<file path="src/logic/dpm_pkg.sv">
// constants and types shared by the drive protection monitors
package dpm_pkg;
    // register indices (word addresses on the plain register port)
    localparam logic [3:0] REG_CTRL       = 4'h0;
    localparam logic [3:0] REG_MAINS_SEL  = 4'h1;
    localparam logic [3:0] REG_MAX_SPEED  = 4'h2;
    localparam logic [3:0] REG_HS_THRESH  = 4'h3;
    localparam logic [3:0] REG_MOT_THRESH = 4'h4;
    localparam logic [3:0] REG_STATUS     = 4'h5;
    localparam logic [3:0] REG_HIST_CNT   = 4'h6;
    localparam logic [3:0] REG_HIST_LAST  = 4'h7;
    localparam logic [3:0] REG_SPEED_MAX2 = 4'h8;
    // control register fields
    localparam int CTRL_MOT_FIX_EN   = 0;
    localparam int CTRL_HS_WARN_EN   = 1;
    localparam int CTRL_MOT_WARN_EN  = 2;
    localparam logic [2:0] CTRL_RESET = 3'h1;
    // status register fields
    localparam int ST_UV    = 0;
    localparam int ST_OV    = 1;
    localparam int ST_INH   = 2;
    localparam int ST_OSPD  = 3;
    localparam int ST_SHORT = 4;
    localparam int ST_EARTH = 5;
    localparam int ST_HSFIX = 6;
    localparam int ST_MTFIX = 7;
    localparam int ST_HSW   = 8;
    localparam int ST_MTW   = 9;
    localparam int ST_UVPND = 10;
    // voltage thresholds in volts, 10 bits
    localparam logic [9:0] UV_OFF_LOW  = 10'h11d; // 285 V
    localparam logic [9:0] UV_OFF_MID  = 10'h148; // 328 V
    localparam logic [9:0] UV_OFF_HIGH = 10'h156; // 342 V
    localparam logic [9:0] OV_OFF_STD  = 10'h302; // 770 V
    localparam logic [9:0] OV_ON_STD   = 10'h2f3; // 755 V
    localparam logic [9:0] OV_OFF_BRK  = 10'h320; // 800 V
    localparam logic [9:0] OV_ON_BRK   = 10'h311; // 785 V
    localparam logic [2:0] MAINS_SEL_RESET = 3'h1;
    // temperatures in whole degrees C, 8 bits
    localparam logic [7:0] HS_FIX_OFF   = 8'h55; // 85 C
    localparam logic [7:0] HS_FIX_HYST  = 8'h05; // 5 K
    localparam logic [7:0] MOT_FIX_OFF  = 8'h96; // 150 C
    localparam logic [7:0] MOT_FIX_HYST = 8'h0f; // 15 K
    localparam logic [7:0] HS_WARN_HYST = 8'h05;
    localparam logic [7:0] MOT_WARN_HYST = 8'h0f;
    localparam logic [7:0] HS_THRESH_RESET  = 8'h50;
    localparam logic [7:0] MOT_THRESH_RESET = 8'h82;
    // speed
    localparam logic [15:0] MAX_SPEED_RESET = 16'h0bb8;
    // fault numbers
    localparam logic [11:0] FNUM_UV    = 12'd1030;
    localparam logic [11:0] FNUM_OV    = 12'd1020;
    localparam logic [11:0] FNUM_OSPD  = 12'd200;
    localparam logic [11:0] FNUM_SHORT = 12'd11;
    localparam logic [11:0] FNUM_EARTH = 12'd12;
    localparam logic [11:0] FNUM_HSFIX = 12'd50;
    localparam logic [11:0] FNUM_MTFIX = 12'd53;
    localparam logic [11:0] FNUM_HSW   = 12'd2054;
    localparam logic [11:0] FNUM_MTW   = 12'd2057;
    // timing: undervoltage persistence before history entry
    localparam longint CLK_HZ       = 20000000;
    localparam longint UV_PERSIST_S = 3;
    localparam longint UV_PERSIST_CYC = UV_PERSIST_S * CLK_HZ;
    // undervoltage history sequencer
    typedef enum logic [2:0] {
        DPM_UV_IDLE = 3'b001,
        DPM_UV_SHORT = 3'b010,
        DPM_UV_LONG = 3'b100
    } dpm_uv_state_t;
endpackage : dpm_pkg

</file>
<file path="src/logic/dpm_monitors.sv">
// drive protection monitors: voltage, speed, current and temperature comparators
// Operation
// - flag undervoltage below selected off threshold
// - clear undervoltage above off threshold again
// - pulse inhibit at undervoltage threshold
// - one mains selection for both voltage monitors
// - log undervoltage over 3 s or mains
// - mains return deletes pending, no log
// - short undervoltage logged as interference
// - undervoltage fixed message, fault 1030
// - overspeed trip on magnitude, fault 200
// - overspeed also above twice max speed
// - phase short or earth at mains, fault 11
// - earth fault trip, fault 12
// - heatsink fixed comparator with hysteresis, fault 50
// - motor fixed comparator 150 with 15 K
// - motor fixed reaction trip or off, 53
// - motor fixed monitor enabled by default
// - heatsink warning adjustable with 5 K
// - both warnings warning or off, 2054/2057
// - motor warning adjustable, 15 K hysteresis
// - selection table 285/328/342 volt thresholds
module dpm_monitors
    import dpm_pkg::*;
#(
    parameter longint UV_PERSIST = UV_PERSIST_CYC // cycles of undervoltage before long entry
) (
    input  wire logic        clk,                  // 20 MHz system clock
    input  wire logic        rst_n,                // synchronous reset, active low
    input  wire logic        sample_en,            // one-cycle sampling strobe
    input  wire logic [9:0]  dc_bus_voltage,       // dc bus in volts
    input  wire logic [15:0] actual_speed,         // signed speed
    input  wire logic [7:0]  heatsink_temperature, // heatsink degrees C
    input  wire logic [7:0]  motor_temperature,    // motor degrees C
    input  wire logic        phase_short_in,       // raw short-circuit comparator pin
    input  wire logic        earth_in,             // raw earth-fault pin
    input  wire logic        mains_on_in,          // raw mains-present pin
    input  wire logic [3:0]  reg_addr,             // register index
    input  wire logic [15:0] reg_wdata,            // write data
    input  wire logic        reg_wr,               // write strobe
    input  wire logic        reg_rd,               // read strobe
    output logic      [15:0] reg_rdata,            // read data, cycle after strobe
    output logic             undervoltage_flag,    // message flag
    output logic             overvoltage_flag,     // message flag
    output logic             pulse_inhibit,        // power stage inhibit
    output logic             trip,                 // any trip-reaction monitor active
    output logic             warning,              // any warning active
    output logic             hist_wr,              // one-cycle history write pulse
    output logic      [11:0] hist_fault_num        // fault number with hist_wr
);
    // configuration and flags
    logic [2:0]  ctrl_ff;
    logic [2:0]  mains_sel_ff;
    logic [15:0] max_speed_ff;
    logic [7:0]  hs_thr_ff;
    logic [7:0]  mot_thr_ff;
    logic        uv_ff, ov_ff, inh_ff, ospd_ff, short_ff, earth_ff;
    logic        hsfix_ff, mtfix_ff, hsw_ff, mtw_ff, uv_pend_ff;
    logic [15:0] hist_cnt_ff;
    logic [11:0] hist_num_ff;
    logic        hist_wr_ff;
    logic [15:0] rdata_ff;
    logic        trip_ff, warn_ff;
    // pin synchronisers
    logic [2:0]  sync1_ff, sync2_ff;

    // two-stage synchronisers for asynchronous pins
    always_ff @(posedge clk) begin
        if (!rst_n) begin
            sync1_ff <= 3'h0;
            sync2_ff <= 3'h0;
        end else begin
            sync1_ff <= {mains_on_in, earth_in, phase_short_in};
            sync2_ff <= sync1_ff;
        end
    end
    wire short_s = sync2_ff[0];
    wire earth_s = sync2_ff[1];
    wire mains_s = sync2_ff[2];

    // one selection feeds both voltage monitors
    logic [9:0] uv_off, ov_off, ov_on;
    always_comb begin
        case (mains_sel_ff)
            3'h0, 3'h1: uv_off = UV_OFF_LOW;
            3'h2:       uv_off = UV_OFF_MID;
            default:    uv_off = UV_OFF_HIGH;
        endcase
        ov_off = (mains_sel_ff == 3'h4) ? OV_OFF_BRK : OV_OFF_STD;
        ov_on  = (mains_sel_ff == 3'h4) ? OV_ON_BRK : OV_ON_STD;
    end

    // speed magnitude; twice the limit is kept wider to avoid overflow
    wire [15:0] speed_mag = actual_speed[15] ? 16'(-actual_speed) : actual_speed;
    wire [16:0] speed_x2  = {max_speed_ff, 1'b0};

    // register writes; settings steer the comparators
    always_ff @(posedge clk) begin
        if (!rst_n) begin
            ctrl_ff      <= CTRL_RESET;
            mains_sel_ff <= MAINS_SEL_RESET;
            max_speed_ff <= MAX_SPEED_RESET;
            hs_thr_ff    <= HS_THRESH_RESET;
            mot_thr_ff   <= MOT_THRESH_RESET;
        end else if (reg_wr) begin
            case (reg_addr)
                REG_CTRL:       ctrl_ff      <= reg_wdata[2:0];
                REG_MAINS_SEL:  mains_sel_ff <= (reg_wdata[2:0] > 3'h4) ? 3'h4 : reg_wdata[2:0];
                REG_MAX_SPEED:  max_speed_ff <= reg_wdata;
                REG_HS_THRESH:  hs_thr_ff    <= reg_wdata[7:0];
                REG_MOT_THRESH: mot_thr_ff   <= reg_wdata[7:0];
                default: ;
            endcase
        end
    end

    // voltage monitors update only on the sample strobe
    always_ff @(posedge clk) begin
        if (!rst_n) begin
            uv_ff  <= 1'b0;
            ov_ff  <= 1'b0;
            inh_ff <= 1'b0;
        end else if (sample_en) begin
            if (dc_bus_voltage < uv_off)
                uv_ff <= 1'b1;
            else if (dc_bus_voltage > uv_off)
                uv_ff <= 1'b0;
            if (dc_bus_voltage > ov_off)
                ov_ff <= 1'b1;
            else if (dc_bus_voltage < ov_on)
                ov_ff <= 1'b0;
            inh_ff <= (dc_bus_voltage <= uv_off) || (dc_bus_voltage >= ov_off);
        end
    end

    // fault monitors: speed and current
    always_ff @(posedge clk) begin
        if (!rst_n) begin
            ospd_ff  <= 1'b0;
            short_ff <= 1'b0;
            earth_ff <= 1'b0;
        end else if (sample_en) begin
            ospd_ff  <= (speed_mag > max_speed_ff) || ({1'b0, speed_mag} > speed_x2);
            // phase short, or earth fault with mains present
            short_ff <= short_s || (earth_s && mains_s);
            earth_ff <= earth_s;
        end
    end

    // temperature comparators with hysteresis, sub-threshold clamps at zero
    wire [7:0] hs_fix_on  = HS_FIX_OFF - HS_FIX_HYST;
    wire [7:0] mot_fix_on = MOT_FIX_OFF - MOT_FIX_HYST;
    wire [7:0] hs_w_on    = (hs_thr_ff > HS_WARN_HYST) ? 8'(hs_thr_ff - HS_WARN_HYST) : 8'h00;
    wire [7:0] mot_w_on   = (mot_thr_ff > MOT_WARN_HYST) ? 8'(mot_thr_ff - MOT_WARN_HYST) : 8'h00;
    always_ff @(posedge clk) begin
        if (!rst_n) begin
            hsfix_ff <= 1'b0;
            mtfix_ff <= 1'b0;
            hsw_ff   <= 1'b0;
            mtw_ff   <= 1'b0;
        end else if (sample_en) begin
            if (heatsink_temperature > HS_FIX_OFF)
                hsfix_ff <= 1'b1;
            else if (heatsink_temperature < hs_fix_on)
                hsfix_ff <= 1'b0;
            // motor fixed, clears at reclose temperature
            if (!ctrl_ff[CTRL_MOT_FIX_EN])
                mtfix_ff <= 1'b0;
            else if (motor_temperature > MOT_FIX_OFF)
                mtfix_ff <= 1'b1;
            else if (motor_temperature <= mot_fix_on)
                mtfix_ff <= 1'b0;
            // heatsink warning with 5 K drop
            if (!ctrl_ff[CTRL_HS_WARN_EN])
                hsw_ff <= 1'b0;
            else if (heatsink_temperature > hs_thr_ff)
                hsw_ff <= 1'b1;
            else if (heatsink_temperature < hs_w_on)
                hsw_ff <= 1'b0;
            // motor warning from same sensor, 15 K drop
            if (!ctrl_ff[CTRL_MOT_WARN_EN])
                mtw_ff <= 1'b0;
            else if (motor_temperature > mot_thr_ff)
                mtw_ff <= 1'b1;
            else if (motor_temperature < mot_w_on)
                mtw_ff <= 1'b0;
        end
    end

    // undervoltage history sequencer; the persistence counter counts every clock in DPM_UV_SHORT
    dpm_uv_state_t uv_st_ff;
    logic [31:0]   uv_cnt_ff;
    logic          mains_d_ff;
    wire           mains_rise = mains_s && !mains_d_ff;
    always_ff @(posedge clk) begin
        if (!rst_n) begin
            uv_st_ff   <= DPM_UV_IDLE;
            uv_cnt_ff  <= 32'h0;
            uv_pend_ff <= 1'b0;
            hist_wr_ff <= 1'b0;
            hist_num_ff <= 12'h0;
            mains_d_ff <= 1'b0;
        end else begin
            mains_d_ff <= mains_s;
            hist_wr_ff <= 1'b0;
            case (uv_st_ff)
                DPM_UV_IDLE: begin
                    uv_cnt_ff <= 32'h0;
                    if (uv_ff) begin
                        uv_st_ff   <= DPM_UV_SHORT;
                        uv_pend_ff <= 1'b1;
                    end
                end
                DPM_UV_SHORT: begin
                    uv_cnt_ff <= uv_cnt_ff + 32'h1;
                    if (!uv_ff) begin
                        hist_wr_ff  <= 1'b1;
                        hist_num_ff <= FNUM_UV;
                        uv_pend_ff  <= 1'b0;
                        uv_st_ff    <= DPM_UV_IDLE;
                    end else if (uv_cnt_ff >= 32'(UV_PERSIST - 1) || mains_rise) begin
                        hist_wr_ff  <= 1'b1;
                        hist_num_ff <= FNUM_UV;
                        uv_st_ff    <= DPM_UV_LONG;
                    end
                end
                DPM_UV_LONG: begin
                    if (!uv_ff) begin
                        uv_pend_ff <= 1'b0;
                        uv_st_ff   <= DPM_UV_IDLE;
                    end
                end
                default: uv_st_ff <= DPM_UV_IDLE;
            endcase
        end
    end

    // history counter
    always_ff @(posedge clk) begin
        if (!rst_n)
            hist_cnt_ff <= 16'h0;
        else if (hist_wr_ff)
            hist_cnt_ff <= hist_cnt_ff + 16'h1;
    end

    // reaction summary outputs
    always_ff @(posedge clk) begin
        if (!rst_n) begin
            trip_ff <= 1'b0;
            warn_ff <= 1'b0;
        end else begin
            trip_ff <= ospd_ff | short_ff | earth_ff | hsfix_ff | mtfix_ff;
            warn_ff <= hsw_ff | mtw_ff;
        end
    end

    // register reads, answered the next cycle
    wire [15:0] status = {5'h0, uv_pend_ff, mtw_ff, hsw_ff, mtfix_ff, hsfix_ff,
                          earth_ff, short_ff, ospd_ff, inh_ff, ov_ff, uv_ff};
    always_ff @(posedge clk) begin
        if (!rst_n)
            rdata_ff <= 16'h0;
        else if (reg_rd) begin
            case (reg_addr)
                REG_CTRL:       rdata_ff <= {13'h0, ctrl_ff};
                REG_MAINS_SEL:  rdata_ff <= {13'h0, mains_sel_ff};
                REG_MAX_SPEED:  rdata_ff <= max_speed_ff;
                REG_HS_THRESH:  rdata_ff <= {8'h0, hs_thr_ff};
                REG_MOT_THRESH: rdata_ff <= {8'h0, mot_thr_ff};
                REG_STATUS:     rdata_ff <= status;
                REG_HIST_CNT:   rdata_ff <= hist_cnt_ff;
                REG_HIST_LAST:  rdata_ff <= {4'h0, hist_num_ff};
                REG_SPEED_MAX2: rdata_ff <= speed_x2[15:0]; // one word wide, top bit dropped
                default:        rdata_ff <= 16'h0;
            endcase
        end else
            rdata_ff <= 16'h0;
    end

    assign reg_rdata         = rdata_ff;
    assign undervoltage_flag = uv_ff;
    assign overvoltage_flag  = ov_ff;
    assign pulse_inhibit     = inh_ff;
    assign trip              = trip_ff;
    assign warning           = warn_ff;
    assign hist_wr           = hist_wr_ff;
    assign hist_fault_num    = hist_num_ff;

    // checks
    a_uv_set: assert property (@(posedge clk) disable iff (!rst_n)
        sample_en && dc_bus_voltage < uv_off |=> uv_ff) else $error("undervoltage not set");
    a_uv_clear: assert property (@(posedge clk) disable iff (!rst_n)
        sample_en && dc_bus_voltage > uv_off |=> !uv_ff) else $error("undervoltage not cleared");
    a_inh_level: assert property (@(posedge clk) disable iff (!rst_n)
        sample_en && dc_bus_voltage == uv_off |=> inh_ff) else $error("no inhibit at threshold");
    a_uv_log_num: assert property (@(posedge clk) disable iff (!rst_n)
        hist_wr_ff |-> hist_num_ff == FNUM_UV) else $error("wrong history number");
    a_uv_short_log: assert property (@(posedge clk) disable iff (!rst_n)
        uv_st_ff == DPM_UV_SHORT && !uv_ff |=> hist_wr_ff) else $error("short dip not logged");
    a_uv_return_nolog: assert property (@(posedge clk) disable iff (!rst_n)
        uv_st_ff == DPM_UV_LONG && !uv_ff |=> !hist_wr_ff && !uv_pend_ff) else $error("return logged");
    a_ospd_mag: assert property (@(posedge clk) disable iff (!rst_n)
        sample_en && speed_mag > max_speed_ff |=> ospd_ff ##1 trip_ff) else $error("overspeed missed");
    a_earth_trip: assert property (@(posedge clk) disable iff (!rst_n)
        sample_en && earth_s |=> earth_ff) else $error("earth fault missed");
    a_hs_fix: assert property (@(posedge clk) disable iff (!rst_n)
        sample_en && heatsink_temperature > HS_FIX_OFF |=> hsfix_ff) else $error("heatsink trip missed");
    a_mot_off: assert property (@(posedge clk) disable iff (!rst_n)
        sample_en && !ctrl_ff[CTRL_MOT_FIX_EN] |=> !mtfix_ff) else $error("motor off ignored");
    a_hold_flags: assert property (@(posedge clk) disable iff (!rst_n)
        !sample_en |=> $stable(uv_ff) && $stable(hsfix_ff)) else $error("flag moved off sample");
    a_short_mains: assert property (@(posedge clk) disable iff (!rst_n)
        sample_en && earth_s && mains_s |=> short_ff)
        else $error("earth at mains not shown as short");
    a_mot_reclose: assert property (@(posedge clk) disable iff (!rst_n)
        sample_en && motor_temperature <= mot_fix_on |=> !mtfix_ff)
        else $error("motor fixed not reclosed");
    a_hs_warn_off: assert property (@(posedge clk) disable iff (!rst_n)
        sample_en && !ctrl_ff[CTRL_HS_WARN_EN] |=> !hsw_ff)
        else $error("heatsink warning while off");
    a_mains_log: assert property (@(posedge clk) disable iff (!rst_n)
        uv_st_ff == DPM_UV_SHORT && uv_ff && mains_rise |=> hist_wr_ff)
        else $error("mains connect not logged");
    c_uv_short: cover property (@(posedge clk) disable iff (!rst_n) uv_st_ff == DPM_UV_SHORT && !uv_ff);
    c_uv_long: cover property (@(posedge clk) disable iff (!rst_n) uv_st_ff == DPM_UV_LONG);
    c_trip: cover property (@(posedge clk) disable iff (!rst_n) trip_ff);
    c_warn: cover property (@(posedge clk) disable iff (!rst_n) warn_ff);
endmodule // dpm_monitors

</file>
<file path="config.mk">
export PLATFORM = sky130hd
export DESIGN_NAME = dpm_monitors
export DESIGN_NICKNAME = d
export VERILOG_FILES = /design/src/logic/dpm_pkg.sv /design/src/logic/dpm_monitors.sv
export SDC_FILE = /design/constraint.sdc
export NUM_CORES = 1
export LEC_CHECK = 0
export BUFFER_PORTS_ARGS = -buffer_cell sky130_fd_sc_hd__buf_2
export CORE_MARGIN = 4
export CORE_UTILIZATION = 30
export DETAILED_ROUTE_END_ITERATION = 10
export MAX_ROUTING_LAYER = met4
export PLACE_DENSITY = 0.55
export SYNTH_ARGS = -nofsm -noshare
export SYNTH_HDL_FRONTEND = slang
export SYNTH_SLANG_ARGS = --single-unit
</file>
<file path="constraint.sdc">
create_clock -name clk -period 3.3 [get_ports clk]
set_input_delay 0.33 -clock clk [delete_from_list [all_inputs] [get_ports clk]]
set_output_delay 0.33 -clock clk [all_outputs]
set_load 0.05 [all_outputs]
</file>
=== Word-level counts from Yosys, hierarchy flattened ===
Index checks and enable logic that the tools add are counted.

* Output and inout bits: 34
* Memories: 0
* Bits in writable memories: 0
* ROM bits: 0
* Bits in registers: 138
* Bits in latches: 0
* Input bits: 70
* Logic and storage cells: 147

* Multipliers: 0
* Equal/unequal tests: 22
* Add/subtract/negate cells: 5
* Shift-type cells: 0
* Div/mod/pow operators: 0
* Mux-type cells: 36
* Order comparisons: 20
* Reduce and logical (&&, ||, !) cells: 32
* Bitwise gates (word level): 5

{| class="wikitable"
|+ Operators with widths
! cell !! count
|-
| one-hot mux 16 bit (9 select lines) || 1
|-
| one-hot mux 32 bit (2 select lines) || 1
|-
| adder 32 x 1 -> 32 bit (second input constant) || 1
|-
| >= comparator 32 x 26 -> 1 bit (second input constant) || 1
|-
| AND reduction 2 bit || 14
|-
| two-way mux 12 bit || 2
|-
| > comparator 10 bit || 2
|-
| < comparator 10 bit || 2
|-
| two-way mux 1 bit || 19
|-
| > comparator 16 x 17 -> 1 bit || 1
|-
| adder 16 x 1 -> 16 bit (second input constant) || 1
|-
| equality test 4 x 3 -> 1 bit (second input constant) || 4
|-
| > comparator 16 bit || 1
|-
| > comparator 8 bit || 2
|-
| < comparator 8 bit || 2
|-
| two-way mux 16 bit || 1
|-
| two-way mux 8 bit || 2
|-
| negation 16 bit || 1
|-
| two-way mux 3 bit || 5
|-
| one-hot mux 7 bit (2 select lines) || 1
|-
| >= comparator 10 bit || 1
|-
| less-or-equal comparator 10 bit || 1
|-
| nonzero test 2 bit || 5
|-
| two-way mux 9 bit || 1
|-
| 30 further kinds || 48
|}

=== Logic depth before layout (Yosys ltp) ===
Gate-level depths: netlist of run 1.

* Depth in word-level cells: 6
* Mapped depth: 12

=== Worst setup path after synthesis of run 1 ===
Ideal clock, no wire load.

* Path type: input -> register
* From: input actual_speed[3]
* To: register ospd_ff
* Cell stages on the path: 10
* Buffers on the path: 0
* Data arrival time: 2.686 ns
* Setup slack: 0.495 ns
* Cells stage by stage: nor3_1 -> nand3_1 -> or2_2 -> o41ai_1 -> xnor2_1 -> ha_1 -> or4_1 -> nand3_1 -> a31oi_1 -> a211o_1

* Cells in the longest elaborated chain, start to end: 4
* Elaborated cells between the ends (all ways): 5
* Those cells by class: 1 x add/sub; 2 x order compare; 1 x mux; 1 x reduce/logical

{| class="wikitable"
|+ Ends and longest elaborated chain
! what !! line !! text
|-
| start, declared || dpm_monitors.sv:32 || <nowiki>input wire logic [15:0] actual_speed,</nowiki>
|-
| negation 16 bit || dpm_monitors.sv:94 || <nowiki>wire [15:0] speed_mag = actual_speed[15] ? 16'(-actual_speed) : actual_speed;</nowiki>
|-
| two-way mux 16 bit (*) || dpm_monitors.sv:94 ||
|-
| > comparator 16 x 17 -> 1 bit / > comparator 16 bit (equally long branches) || dpm_monitors.sv:143 || <nowiki>ospd_ff <= (speed_mag > max_speed_ff) || ({1'b0, speed_mag} > speed_x2);</nowiki>
|-
| logical OR 1 bit (*) || dpm_monitors.sv:143 ||
|-
| end signal, assigned || dpm_monitors.sv:143 ||
|-
| end, declared || dpm_monitors.sv:57 || <nowiki>logic uv_ff, ov_ff, inh_ff, ospd_ff, short_ff, earth_ff;</nowiki>
|}

Every way passes the cells marked *; elsewhere a longest branch is shown, timed or not.
A chain may end at the register's enable or synchronous reset.

=== Worst setup path in the final report of run 1 ===
Same ends and word-level chain as after synthesis.

==> flow_summary.json, run 1 <==
{
  "synth_commonest_cells": "127 x dfxtp_1, 117 x nand2_1, 80 x ha_1",
  "drc": 0,
  "cts_made_buffers": 17,
  "finalWirelength_mm": 23.38,
  "ys_seq_elements": 127,
  "antenna_found_initial": 1,
  "cp_slowest_cell": "or4_1",
  "vdd_ir_drop_max_mv": 0.3289,
  "yosysMostFrequentCell": "dfxtp_1",
  "layout.nets": 1227,
  "core_um2": 26130,
  "synth-async-reset-ratio_pct": 0,
  "yosysTopAreaCellShare_pct": 31.74,
  "cts_resized": 0,
  "synthCells": 991,
  "first_iter_violations": 468,
  "first_global_vias": 7070,
  "yosys_warnings": 0,
  "worstPathRequired_ns": 3.61,
  "synthToLayoutAreaGrowth_pct": 18.49,
  "ys.flop_type": "dfxtp_1",
  "grt_pass1_wl_mm": 37.31,
  "slew_violations": 0,
  "rsz0062_at_grt": "false",
  "startpoint_type": "input pin",
  "hpwl_mm": 17.91,
  "grt_max_degree": 36,
  "fin_crit_sh_pct": 84.55,
  "pwr_density_cell_nw_per_um2": 438.9,
  "post-route-min-period_ns": 2.790,
  "crit_top_cell": "nand3_1",
  "netlist_area_um2": 8010,
  "crit_type": "input pin to flip-flop",
  "crit_fanout": 3,
  "setup_viol": 0,
  "p_leak_nw": 3.758,
  "grtUsageTotal_pct": 16.26,
  "cts_tree": "built",
  "viasPerCell": 5.305,
  "final_core_util_pct": 36.32,
  "synth_cell_types": 65,
  "clk_path_buf_depth": 2,
  "slew_headroom_pct": 41.66,
  "ys_seq_area_share_pct": 31.74,
  "cts_root_buffer": "clkbuf_16",
  "clock.fmax_ghz": 0.3584,
  "skew_ns": 0.01222,
  "detail_route.wl_per_cell_um": 16.40,
  "crit_path_end_kind": "flip-flop",
  "route.antenna.remaining_nets": 0,
  "core.rowCount": 59,
  "io_buffers": 94,
  "start_util_pct": 30.65,
  "tightest_slew_ns": 0.8733,
  "cpPeakStageDelay_ns": 0.50,
  "yosysTopAreaCell": "dfxtp_1",
  "vias": 7565,
  "ios": 104,
  "synth_area_leaders": "dfxtp_1 32%, ha_1 12%, nand2_1 5.5%, a21oi_1 4.8%, nor2_1 3.2%",
  "postCtsSetupBuffers": 0,
  "die_y_um": 171.4,
  "die_x_um": 171.4,
  "clkLatencyLatePin_ns": 0.42,
  "drive_gt1_share_pct": 14.31,
  "path_clk_slew_ns": 0.06,
  "cts_hold_buf": 0,
  "numClockSinks": 127,
  "htreeDepth": 4,
  "detail_route.first_pass.iterations": 6,
  "setup_tns_ns": 0,
  "crit_chain": "buf_2 -> nor3_1 -> nand3_1 -> or2_2 -> o41ai_1 -> xnor2_1 -> ha_1 -> or4_1 -> nand3_1 -> a31oi_1 -> a211o_1",
  "min_path_type": "input pin to flip-flop",
  "status": "finished, final reports clean",
  "hold_viol_final": 0,
  "synth-edff-count": 0,
  "drv_cap": 0,
  "syn_area_per_cell_um2": 8.083,
  "arrival_ns": 3.10,
  "gr-total-overflow": 0,
  "floorplan.die_area_um2": 29380,
  "routabilityCongestion": 0.8506
}
## report_power, final
group	switching (mW)	internal, mW	leakage, nW
Combinational	0.300	0.177	2.42
Clock	0.722	1.38	0.311
Sequential	0.0269	1.56	1.03
Total	1.05	3.12	3.76
## metal layers
layer / track usage [%] / vias up / share of wire [%]
met4: 4.237 / 0 / 1.7
met2: 25.95 / 174 / 47
met1: 21.14 / 3551 / 47
met3: 3.333 / 32 / 4.4
li1: - / 3808 / -
met5: - / - / 0
## kinds of logic after synthesis
logic type,count (synthesis),synth area share [%]
flip-flops,127,31.74
adder cells (fa/ha/maj),80,12.50
AO/OA/AOI/OAI,246,20.46
AND/OR/NAND/NOR,373,23.32
other,1,0.04682
multiplexers,17,2.374
XOR/XNOR,34,3.718
buffers and inverters,113,5.842
## worst max-delay path, delay by kind of cell
family                     cells  cell delay [ns]
and+or+nand+nor                5             1.48
AOI/OAI and AO/OA              3             0.67
adders and majority gates      1             0.29
xor gates and xnor gates       1             0.20
buffers and inverters          1             0.12
## cells in the final DEF, fill, tap and decap left out, drive strengths merged, types with 8 or more instances in the layout
cell type	n
or3	14
xor2	12
clkbuf	19
conb	9
a21oi	77
nor2b	8
a222oi	10
and4	8
o21a	9
a211oi	9
nand3	41
o21ai	40
mux2i	10
a22oi	9
and2	14
o211ai	18
buf	108
nand2	117
xnor2	22
a31oi	10
o311ai	8
nor3	16
ha	80
and3	9
nand4	22
or4	11
nor4	16
dfxtp	127
nor2	68
inv	64
## stage by stage
step	cell area [um^2]	power [mW]	setup slack, ns	hold slack, ns	instances
4_1_cts	9489	4.204	0.5503	0.1075	1425
5_1_grt	9492	4.333	0.2482	0.1091	1426
3_5_place_dp	8825	2.097	0.1202	0.4223	1393
2_1_floorplan	8040	1.928	0.4948	0.4119	999
3_3_place_gp	8825	2.091	0.1689	0.4305	1393
6_report	9492	4.166	0.5098	0.1225	1426
## flip-flops by register name (all words and copies together) (netlist names), 3 cells and up
register	cells
mains_sel_ff	3
mot_thr_ff	8
sync2_ff	3
hs_thr_ff	8
ctrl_ff	3
reg_rdata	16
uv_st_ff	3
sync1_ff	3
max_speed_ff	16
hist_cnt_ff	16
uv_cnt_ff	32
## area by class of cell
cell class	instances	area [um^2]
Clock inverter	13	211.5
Tap cell	335	419.2
Antenna cell	1	2.502
Sequential cell	127	2542
Fill cell	2771	16640
Inverter	64	240.2
Clock buffer	19	452.9
Multi-Input combinational cell	759	5047
Timing Repair Buffer	108	575.6
## final timing paths
check | startpoint | to | slack (ns) | cells past startpoint
min | phase_short_in | sync1_ff[0] | 0.12 | 2
min reg2reg | sync1_ff[1] | sync2_ff[1] | 0.43 | 1
max | actual_speed[3] | ospd_ff | 0.51 | 11
max reg2reg | uv_st_ff[1] | uv_cnt_ff[31] | 0.57 | 5
No activity file was read; power rests on OpenSTA's default activity.
==> run 2, diff against run 1 <==
clock period = 2.7 ns   (was 3.3 ns; I/O delays follow)
==> run 2 against run 1 <==
  * Flip-flop and latch count stayed put
  * First-iteration DRC count is 2.6% lower
  * Die area did not move
  * Clock skew about the same
  * Critical endpoint is now uv_cnt_ff[31]
  * Largest power group unchanged
==> flow_summary.json, run 2 (synthesis results as in run 1) <==
{
  "critical_path.top_delay_family": "simple AND/OR/NAND/NOR gates",
  "dp_cells": 1426,
  "fin_crit_sh_pct": 93.73,
  "worstSetupPathDepth": 5,
  "r2r_cells": 5,
  "crit_top_cell": "or4_1",
  "use_met1_pct": 21.55,
  "drv_cap": 0,
  "crit_type": "flip-flop to flip-flop",
  "holdWs_ns": 0.06002,
  "cpPeakStageDelay_ns": 0.60,
  "numClockSinks": 127,
  "htreeDepth": 4,
  "grt_pass1_wl_mm": 37.53,
  "hold_viol_final": 0,
  "cp_slowest_cell": "or4_4",
  "setup_viol": 0,
  "crit_fanout": 10,
  "finalWirelength_mm": 23.65,
  "post-route-min-period_ns": 2.531,
  "path_clk_slew_ns": 0.06,
  "core.rowCount": 59,
  "setup_tns_ns": 0,
  "clk_path_buf_depth": 2,
  "detail_route.first_pass.iterations": 7,
  "antenna_found_initial": 0,
  "first_global_vias": 7138,
  "cts_hold_buf": 0,
  "layout_commonest_cell": "dfxtp_1",
  "stdcell_area_um2": 9736,
  "first_iter_violations": 456,
  "grt_max_degree": 41,
  "clock.fmax_ghz": 0.3951,
  "routabilityCongestion": 0.8584,
  "startpoint_type": "flip-flop",
  "die_x_um": 171.4,
  "rsz0062_at_grt": "false",
  "p_leak_nw": 3.924,
  "skew_ns": 0.01192,
  "clock_power_share_pct": 49.0,
  "grtUsageMet2_pct": 26.10,
  "antennaDiodeCount": 0,
  "hpwl_mm": 18.23,
  "vdd_ir_drop_max_mv": 0.4271,
  "largest_reg_flops": 32,
  "floorplan.die_area_um2": 29380,
  "drive_gt1_share_pct": 16.93,
  "use_met3_pct": 3.447,
  "core_um2": 26130,
  "finalPower_mw": 5.012,
  "worstPathRequired_ns": 3.05,
  "cts_tree": "built",
  "route.antenna.remaining_nets": 0,
  "clkLatencyLatePin_ns": 0.42,
  "p_int_mw": 3.762,
  "p_sw_share_pct": 24.95,
  "placed_area_um2": 9092,
  "pwr_density_cell_nw_per_um2": 514.9,
  "detail_route.wl_per_cell_um": 16.23,
  "min_path_type": "input pin to flip-flop",
  "io_buffers": 94,
  "slew_headroom_pct": 59.33,
  "viasPerCell": 5.264,
  "stdcell_count": 1457,
  "layout.nets": 1260,
  "status": "finished, final reports clean",
  "grt_busiest_layer": "met2",
  "combPwrFrac_pct": 12.4,
  "ios": 104,
  "critical_path_buf_inv_count": 0,
  "slew_violations": 0,
  "start_util_pct": 30.65,
  "cts_made_buffers": 17,
  "largest_register": "uv_cnt_ff",
  "p_seq_share_pct": 38.6,
  "cts_root_buffer": "clkbuf_16",
  "crit_chain": "or3b_1 -> or4_1 -> or4_4 -> or4_1 -> a21oi_1",
  "arrival_ns": 2.88,
  "drc": 0,
  "synthToLayoutAreaGrowth_pct": 21.54,
  "whs_path_depth": 2,
  "tightest_slew_ns": 0.6100,
  "final_cell_mix": "126 x dfxtp_1, 117 x nand2_1, 94 x buf_2",
  "grtUsageTotal_pct": 16.30,
  "die_y_um": 171.4,
  "p_sw_mw": 1.250,
  "gr-total-overflow": 0,
  "vias": 7670,
  "fillerInstances": 2803,
  "crit_path_end_kind": "flip-flop"
}
## run 2: power by group through the flow
stage	Combinational, mW	Sequential [mW]	Clock [mW]
finish	0.620	1.93	2.46
global route	0.691	1.94	2.58
CTS	0.621	1.93	2.50
detailed placement	0.618	1.97	0
global placement	0.611	1.97	0
floorplan	0.367	1.99	0
## run 2: worst paths after layout
| kind | startpoint | to | slack (ns) |
|---|---|---|---|
| min reg2reg | sync1_ff[1] | sync2_ff[1] | 0.44 |
| max | uv_st_ff[0] | uv_cnt_ff[31] | 0.17 |
| max reg2reg | uv_st_ff[0] | uv_cnt_ff[31] | 0.17 |
| min | phase_short_in | sync1_ff[0] | 0.06 |
## run 2: per-layer routing
metal / vias to the layer above / share of wire [%]
li1: 3879 / -
met4: 0 / 0.99
met3: 19 / 4.5
met5: - / 0
met1: 3606 / 47
met2: 166 / 47
## run 2: metrics by stage
stage          utilization, %  setup WS [ns]
5_1_grt                 37.25        0.02108
4_1_cts                 37.21        0.05069
6_report                37.25         0.1693
3_3_place_gp            34.79        -0.2103
2_1_floorplan               -        0.02482
3_5_place_dp            34.79        -0.2557
## run 2: worst reg2reg max path: cells and delay by family (launching register included)
kind | cells | cell delay [ns]
AND/OR/NAND/NOR | 4 | 2.01
AO/OA/AOI/OAI | 1 | 0.15
flip-flops | 1 | 0.31
## run 2: final cells by class
| cell class | instances | area (um^2) | share of cell area [%] |
|---|---|---|---|
| Multi-Input combinational cell | 759 | 5065 | 52.02 |
| Sequential cell | 127 | 2544 | 26.13 |
| Timing Repair Buffer | 141 | 835.8 | 8.585 |
| Clock buffer | 22 | 474.2 | 4.871 |
| Tap cell | 335 | 419.2 | 4.305 |
| Inverter | 64 | 240.2 | 2.468 |
| Clock inverter | 9 | 157.7 | 1.619 |
## run 2: repair_timing
item	CTS	global route
endpoints found under the setup margin	0	4
gates resized for setup	0	3
endpoints found under the hold margin	0	0
buffers inserted	0	0
